==> config.mk <==
export PLATFORM = sky130hd
export DESIGN_NAME = sfr_bank0
export DESIGN_NICKNAME = d
export VERILOG_FILES = /design/src/include/sfr_pkg.sv /design/src/design/sfr_bank0.sv
export SDC_FILE = /design/constraint.sdc
export NUM_CORES = 1
export LEC_CHECK = 0
export BUFFER_PORTS_ARGS = -buffer_cell sky130_fd_sc_hd__buf_2
export CORE_MARGIN = 3
export CORE_UTILIZATION = 44
export CTS_CLUSTER_SIZE = 10
export DETAILED_ROUTE_END_ITERATION = 8
export PLACE_DENSITY_LB_ADDON = 0.3
export REMOVE_ABC_BUFFERS = 1
export SETUP_SLACK_MARGIN = 0.15
export SYNTH_ARGS = -nofsm -noshare
export SYNTH_HDL_FRONTEND = slang
export SYNTH_SLANG_ARGS = --single-unit
==> constraint.sdc <==
create_clock -name i_mclk -period 4.2 [get_ports i_mclk]
set_input_delay 0.84 -clock i_mclk [delete_from_list [all_inputs] [get_ports i_mclk]]
set_output_delay 0.84 -clock i_mclk [all_outputs]
set_load 0.01 [all_outputs]
==> src/include/sfr_pkg.sv <==
/*
  Bank-0 special register map: offsets, field masks, reset values.
  Assumes a single core clock and a 5-bit file address space.
*/
package sfr_pkg;
  // Bank-0 file addresses
  localparam logic [4:0] SFR_INDIRECT_DATA = 5'h00;
  localparam logic [4:0] SFR_TIMER0 = 5'h01;
  localparam logic [4:0] SFR_PCL = 5'h02;
  localparam logic [4:0] SFR_STATUS = 5'h03;
  localparam logic [4:0] SFR_POINTER = 5'h04;
  localparam logic [4:0] SFR_PORT_A = 5'h05;
  localparam logic [4:0] SFR_PORT_B = 5'h06;
  localparam logic [4:0] SFR_PORT_C = 5'h07;
  localparam logic [4:0] SFR_PORT_D = 5'h08;
  localparam logic [4:0] SFR_PORT_E = 5'h09;
  localparam logic [4:0] SFR_PROG_COUNTER_HIGH_LATCH = 5'h0A;
  localparam logic [4:0] SFR_INTERRUPT_CONTROL = 5'h0B;
  localparam logic [4:0] SFR_PIRQ = 5'h0C;
  localparam logic [4:0] SFR_T1L = 5'h0E;
  localparam logic [4:0] SFR_T1H = 5'h0F;
  localparam logic [4:0] SFR_TIMER1_CONTROL = 5'h10;
  localparam logic [4:0] SFR_TIMER2 = 5'h11;
  localparam logic [4:0] SFR_TIMER2_CONTROL = 5'h12;
  localparam logic [4:0] SFR_SERBUF = 5'h13;
  localparam logic [4:0] SFR_SERCON = 5'h14;
  localparam logic [4:0] SFR_CCL = 5'h15;
  localparam logic [4:0] SFR_CCH = 5'h16;
  localparam logic [4:0] SFR_CCCON = 5'h17;
  localparam logic [4:0] SFR_CONV_RESULT = 5'h1E;
  localparam logic [4:0] SFR_CONV_CTRL0 = 5'h1F;
  // Number of storage cells indexed by file address
  localparam int SFR_NUM = 32;
  // Implemented-bit masks
  localparam logic [7:0] SFR_MASK_ALL = 8'hFF;
  localparam logic [7:0] SFR_MASK_6 = 8'h3F;
  localparam logic [7:0] SFR_MASK_5 = 8'h1F;
  localparam logic [7:0] SFR_MASK_7 = 8'h7F;
  localparam logic [7:0] SFR_MASK_PIRQ = 8'hCF;
  // Converter-related bit of the peripheral flags and enables
  localparam logic [7:0] SFR_CONV_BIT = 8'h40;
  // Port A analog-shared bits, read zero on the converter variant
  localparam logic [7:0] SFR_PORT_A_DATA_ANALOG = 8'h2F;
  // Status: power-on and other-reset values; bits 4:3 are conditional
  localparam logic [7:0] SFR_STATUS_POR = 8'h18;
  localparam logic [7:0] SFR_STATUS_KEEP = 8'h07;
  localparam logic [7:0] SFR_STATUS_COND = 8'h18;
  localparam logic [7:0] SFR_ZERO = 8'h00;
  // Reset kinds
  typedef enum logic [1:0] {SFR_RST_NONE, SFR_RST_POR, SFR_RST_OTHER} sfr_rst_t;
endpackage

==> src/design/sfr_bank0.sv <==
/*
  Bank-0 special function register file with plain read/write port.
  Assumes the core drives one-cycle strobes and a peripheral reset pulse
  (power-on or other) synchronous to i_mclk.
*/
// Function
// RQ1: Unimplemented addresses read zero, ignore writes
// RQ2: No-converter variant hides converter registers
// RQ3: Software keeps reserved converter flag bits zero
// RQ4: Software keeps converter control bit1 clear
// RQ5: Power-on and other resets load listed values
// RQ6: Unchanged bits keep, conditional bits follow cause
// RQ7: Port A resets and reads per variant
// RQ8: Registers are static storage cells
// RQ9: Indirect location redirects through pointer register
module sfr_bank0
  import sfr_pkg::*;
#(
  parameter bit HAS_CONVERTER = 1'b1
) (
  // Clock and reset
  input wire logic i_mclk,
  input wire logic i_reset_n,
  // Reset cause pulse from the reset controller
  input wire logic i_por_pulse,
  input wire logic i_other_rst_pulse,
  // Status bits 4:3 to load on a non-power-on reset
  input wire logic [1:0] i_status_cond,
  // Register port
  input wire logic [4:0] i_addr,
  input wire logic [7:0] i_wdata,
  input wire logic i_wr,
  input wire logic i_rd,
  output logic [7:0] o_rdata,
  // Indirect redirection toward data memory
  output logic o_ind_wr,
  output logic o_ind_rd,
  output logic [7:0] o_ind_addr,
  output logic [7:0] o_ind_wdata,
  input wire logic [7:0] i_ind_rdata,
  // Pin levels for read-only ports
  input wire logic [7:0] i_port_e_pins
);

  ////////////////////////////////////////////////////////////////////////
  // Storage
  logic [7:0] cell_reg [SFR_NUM]; // Static cells indexed by file address [RQ8]
  logic rd_ind_reg; // Read of the previous cycle was indirect
  logic [7:0] rdata_direct_reg; // Directly decoded read value
  sfr_rst_t rst_kind; // Reset applied this cycle

  ////////////////////////////////////////////////////////////////////////
  // Implemented mask per address
  function automatic logic [7:0] impl_mask(input logic [4:0] a);
    logic [7:0] m;
    m = SFR_ZERO;
    case (a)
      SFR_TIMER0, SFR_PCL, SFR_STATUS, SFR_POINTER, SFR_PORT_B, SFR_PORT_D,
      SFR_PORT_E, SFR_INTERRUPT_CONTROL, SFR_T1L, SFR_T1H, SFR_TIMER2, SFR_SERBUF,
      SFR_SERCON, SFR_CCL, SFR_CCH: m = SFR_MASK_ALL;
      SFR_PORT_A, SFR_PORT_C, SFR_TIMER1_CONTROL, SFR_CCCON: m = SFR_MASK_6;
      SFR_PROG_COUNTER_HIGH_LATCH: m = SFR_MASK_5;
      SFR_TIMER2_CONTROL: m = SFR_MASK_7;
      SFR_PIRQ: m = SFR_MASK_PIRQ;
      // Converter registers exist only on one variant
      SFR_CONV_RESULT, SFR_CONV_CTRL0: m = HAS_CONVERTER ? SFR_MASK_ALL : SFR_ZERO; // [RQ2]
      default: m = SFR_ZERO; // Gaps and indirect location hold nothing [RQ1] [RQ9]
    endcase
    return m;
  endfunction

  ////////////////////////////////////////////////////////////////////////
  // Power-on value per address; unknown bits taken as zero
  function automatic logic [7:0] por_value(input logic [4:0] a);
    logic [7:0] v;
    v = SFR_ZERO;
    if (a == SFR_STATUS) begin
      v = SFR_STATUS_POR; // [RQ5]
    end
    return v;
  endfunction

  ////////////////////////////////////////////////////////////////////////
  // Addresses that load zero on a non-power-on reset
  function automatic logic zero_on_other(input logic [4:0] a);
    logic z;
    z = 1'b0;
    case (a)
      SFR_PCL, SFR_PORT_D, SFR_PORT_E, SFR_PROG_COUNTER_HIGH_LATCH, SFR_PIRQ, SFR_TIMER2,
      SFR_TIMER2_CONTROL, SFR_SERCON, SFR_CCCON, SFR_CONV_CTRL0: z = 1'b1; // [RQ5]
      default: z = 1'b0; // Others keep their contents; status is loaded separately below [RQ6]
    endcase
    return z;
  endfunction

  ////////////////////////////////////////////////////////////////////////
  // Reset cause decode; power-on wins
  always_comb begin
    if (i_por_pulse) begin
      rst_kind = SFR_RST_POR;
    end else if (i_other_rst_pulse) begin
      rst_kind = SFR_RST_OTHER;
    end else begin
      rst_kind = SFR_RST_NONE;
    end
  end

  ////////////////////////////////////////////////////////////////////////
  // Register cells
  always_ff @(posedge i_mclk or negedge i_reset_n) begin
    if (!i_reset_n) begin
      for (int i = 0; i < SFR_NUM; i++) begin
        cell_reg[i] <= SFR_ZERO;
      end
      cell_reg[SFR_STATUS] <= SFR_STATUS_POR; // [RQ5]
    end else begin
      case (rst_kind)
        SFR_RST_POR: begin
          for (int i = 0; i < SFR_NUM; i++) begin
            cell_reg[i] <= por_value(5'(i)) & impl_mask(5'(i)); // [RQ5]
          end
        end
        SFR_RST_OTHER: begin
          for (int i = 0; i < SFR_NUM; i++) begin
            if (zero_on_other(5'(i))) begin
              cell_reg[i] <= SFR_ZERO; // [RQ5]
            end
          end
          // Upper status bits clear, conditional bits by cause, low bits kept
          cell_reg[SFR_STATUS] <= (cell_reg[SFR_STATUS] & SFR_STATUS_KEEP)
            | ({3'h0, i_status_cond, 3'h0} & SFR_STATUS_COND); // [RQ6]
          // Timer1 control keeps only on all other resets
          cell_reg[SFR_TIMER1_CONTROL] <= cell_reg[SFR_TIMER1_CONTROL]; // [RQ6]
        end
        default: begin
          // Read-only pins sample every cycle that has no reset pulse
          cell_reg[SFR_PORT_E] <= i_port_e_pins;
          // Writes go only to implemented bits of direct cells
          if (i_wr && (i_addr != SFR_PORT_E) && (i_addr != SFR_CONV_RESULT)) begin
            cell_reg[i_addr] <= i_wdata & impl_mask(i_addr); // [RQ1] [RQ3] [RQ4]
          end
        end
      endcase
    end
  end

  ////////////////////////////////////////////////////////////////////////
  // Direct read data, registered one cycle after the strobe
  always_ff @(posedge i_mclk or negedge i_reset_n) begin
    if (!i_reset_n) begin
      rdata_direct_reg <= SFR_ZERO;
      rd_ind_reg <= 1'b0;
    end else begin
      rd_ind_reg <= i_rd && (i_addr == SFR_INDIRECT_DATA); // [RQ9]
      if (i_rd) begin
        if (i_addr == SFR_PORT_A && HAS_CONVERTER) begin
          // Analog-shared pins read zero on the converter variant
          rdata_direct_reg <= cell_reg[i_addr] & impl_mask(i_addr)
            & ~SFR_PORT_A_DATA_ANALOG; // [RQ7]
        end else begin
          rdata_direct_reg <= cell_reg[i_addr] & impl_mask(i_addr); // [RQ1] [RQ2]
        end
      end else begin
        rdata_direct_reg <= SFR_ZERO;
      end
    end
  end

  ////////////////////////////////////////////////////////////////////////
  // Indirect redirection strobes toward data memory
  always_ff @(posedge i_mclk or negedge i_reset_n) begin
    if (!i_reset_n) begin
      o_ind_wr <= 1'b0;
      o_ind_rd <= 1'b0;
      o_ind_addr <= SFR_ZERO;
      o_ind_wdata <= SFR_ZERO;
    end else begin
      o_ind_wr <= i_wr && (i_addr == SFR_INDIRECT_DATA); // [RQ9]
      o_ind_rd <= i_rd && (i_addr == SFR_INDIRECT_DATA); // [RQ9]
      o_ind_addr <= cell_reg[SFR_POINTER]; // [RQ9]
      o_ind_wdata <= i_wdata;
    end
  end

  ////////////////////////////////////////////////////////////////////////
  // Output read data
  always_comb begin
    o_rdata = rd_ind_reg ? i_ind_rdata : rdata_direct_reg; // [RQ9]
  end

endmodule // sfr_bank0

==> flow_summary_export.csv <==
group,metric,value,unit
place,hpwl,23800,µm
place,gp_congestion,0.933,
route,ant_nets,0,
synth,synth_area,13000,µm²
power_and_ir_drop,p_leak,6.81,nW
die,die_h,178,µm
synth,synthCells,1137,
clocking,clk_latency,0.51,ns
timing,tns,0,ns
worst_setup_path,end_kind,"flip-flop",
finish,drive_gt1_frac,0.188,
global_routing,antenna_found_initial,3,
power_and_ir_drop,ir_drop,0.000215,V
timing,fmax,0.339,GHz
timing,relSlewSlack,0.192,
route,totalWireLength,36200,µm
clocking,cts.sinks,282,
place,dp_slack,0.851,ns
synth,ys_top_cells_by_count,"dfrtp_1, mux2i_1, nand2_1",
worst_setup_path,cp_top_family,"compound AO/OA/AOI/OAI gates",
clocking,cts_resized,0,
route,met2WireLength,16500,µm
synth,synthTopCellsByArea,"dfrtp_1, mux2i_1, mux4_2",
place,place_inst,1546,
worst_setup_path,ff2ff_path_depth,5,
synth,ys_warn_count,0,
synth,ys.flop_type,"dfrtp_1",
worst_setup_path,crit_path_max_incr_delay,0.67,ns
global_routing,track_usage,0.232,
die,die_x,178,µm
worst_setup_path,worstReg2RegEnd,"rdata_direct_reg[5]",
worst_setup_path,rrSetupSlack,2.19,ns
global_routing,grt_overflow,0,
worst_setup_path,path_class,"in -> reg",
synth,ys_seq_elements,282,
timing,skew,0.0228,ns
synth,synth_top_area_cell,"dfrtp_1",
worst_setup_path,cp_data_arrival_time,3.38,ns
worst_setup_path,crit_fanout,48,
route,first_pass_iters,5,
synth,synth_top_area_frac,0.537,
global_routing,grt_pass1_vias,9300,
timing,final-setup-viol-count,0,
route,drc,0,
power_and_ir_drop,power_per_cell_area,389,nW/µm²
finish,nets,1235,
worst_setup_path,r2r-start,"cell_reg[53]",
timing,fin_ws,1.25,ns
worst_setup_path,path_cells,"buf_2 > nor3_1 > a221oi_1 > buf_4 > o311a_1 > mux2i_1 > nor2_1",
route,dr_total_vias,9314,
clocking,cts-htree-levels,2,
clocking,cts_buffers,34,
global_routing,grt_max_degree,79,
worst_setup_path,slowest_stage,"buf_2",
worst_hold_path,hold_path.class,"in -> async",
timing,fin_crit,2.95,ns
route,wl_met3,3030,µm
die,start_util,0.451,
finish,area_growth,13.5,%
clocking,clkTransAtPathRegs,0.05,ns
synth,yosysUniqueCellTypes,58,
run,drv_cap,0,
worst_setup_path,path_buf_inv,2,
clocking,cts_tree,"yes",
worst_setup_path,worstPathRequired,4.63,ns
timing,slew_viol_final,0,
route,vias_per_cell,5.86,
timing,fin_crit_sh,0.703,
route,wire_per_inst,22.8,µm
die,dieArea,31700,µm²
synth,avgSynthCellArea,11.5,µm²
global_routing,grt_pass1_wl,56000,µm
timing,worstMarginPinSlew,1.21,ns
finish,fin_cells,1589,
clocking,ctsHoldBuffers,0,
route,highest_layer,"met5",
clocking,clock_path_buffers,3,
timing,final_hold_viol_count,0,
worst_setup_path,startpoint_type,"primary input",
clocking,clockRootBuffer,"clkbuf_16",
die,num_rows,62,
die,io_pins,63,
synth,yosysMostFrequentCell,"dfrtp_1",
place,io_buffers,62,
route,met1_length,15300,µm
finish,largest_reg_flops,256,
die,coreArea,28900,µm²
timing,rsz0062_at_grt,"false",
route,drt_iter0_drc,1023,
synth,ys_seq_area_frac,0.541,
synth,async_flop_share,1.00,
outcome,run_status,"complete, no violations",
finish,n_antenna_cell,0,
clocking,post_cts_buffers,0,
synth,synth-edff-count,0,
==> logic make-up (layout without fill, tap and decap cells) <==
family,count (synthesis),after routing,share of synthesized area
buffers and inverters,85,153,0.0273
AO/OA/AOI/OAI,148,148,0.0707
AND/OR/NAND/NOR,425,425,0.162
flip-flops,282,282,0.541
XOR/XNOR,1,1,0.000672
multiplexers,196,196,0.198
==> final cells by class <==
cell class | instances | area, µm²
Clock buffer | 42 | 912
Clock inverter | 1 | 8.76
Fill cell | 2553 | 14100
Inverter | 5 | 18.8
Multi-Input combinational cell | 770 | 5660
Sequential cell | 282 | 7060
Tap cell | 384 | 480
Timing Repair Buffer | 105 | 673
==> metrics by stage <==
stage,hold slack (ns),util,power [mW],cell area (µm²)
after floorplan,0.368,-,2.96,12700
after global placement,0.387,0.480,3.25,13900
after detailed placement,0.382,0.480,3.25,13900
after CTS,0.339,0.512,5.81,14800
after global routing,0.360,0.512,5.96,14800
final,0.322,0.512,5.75,14800
==> cell usage in the layout, fill, tap and decap left out, types with 35 or more instances in the layout <==
cell type	instances
dfrtp_1	280
clkbuf_16	35
a21oi_1	66
buf_2	59
nand2_1	132
and2_1	71
mux2i_1	134
nor2_1	112
buf_4	43
mux4_2	48
==> how the worst max path moves through the flow <==
stage / start / end / slack [ns] / cells after the start
after floorplan: i_addr[4] / cell_reg[0] / 1.35 / 5
after global placement: i_addr[2] / rdata_direct_reg[7] / 0.86 / 6
after detailed placement: i_addr[2] / rdata_direct_reg[7] / 0.85 / 6
after CTS: i_addr[3] / cell_reg[72] / 1.33 / 7
after global routing: i_addr[3] / cell_reg[72] / 1.15 / 7
final: i_addr[3] / cell_reg[165] / 1.25 / 7
==> worst register-to-register path: stages (launching register included) <==
cell       delay [ns]
dfrtp_1          0.39
mux4_2           0.46
mux2i_1          0.18
nor2_1           0.06
a2111oi_0        0.60
nor4_1           0.17
==> power breakdown <==
group          total, mW  internal, mW  switching [mW]
Clock               2.55          1.51            1.04
Sequential          2.75          2.74          0.0102
Combinational      0.455         0.127           0.329
Total               5.75          4.37            1.38
==> metal layers <==
layer | global-route usage | vias to the layer above
li1 | - | 4125
met4 | 0.0844 | 6
met3 | 0.0564 | 100
met1 | 0.325 | 4693
met5 | 0 | -
met2 | 0.354 | 390
Power figures use the tool's default switching activity.
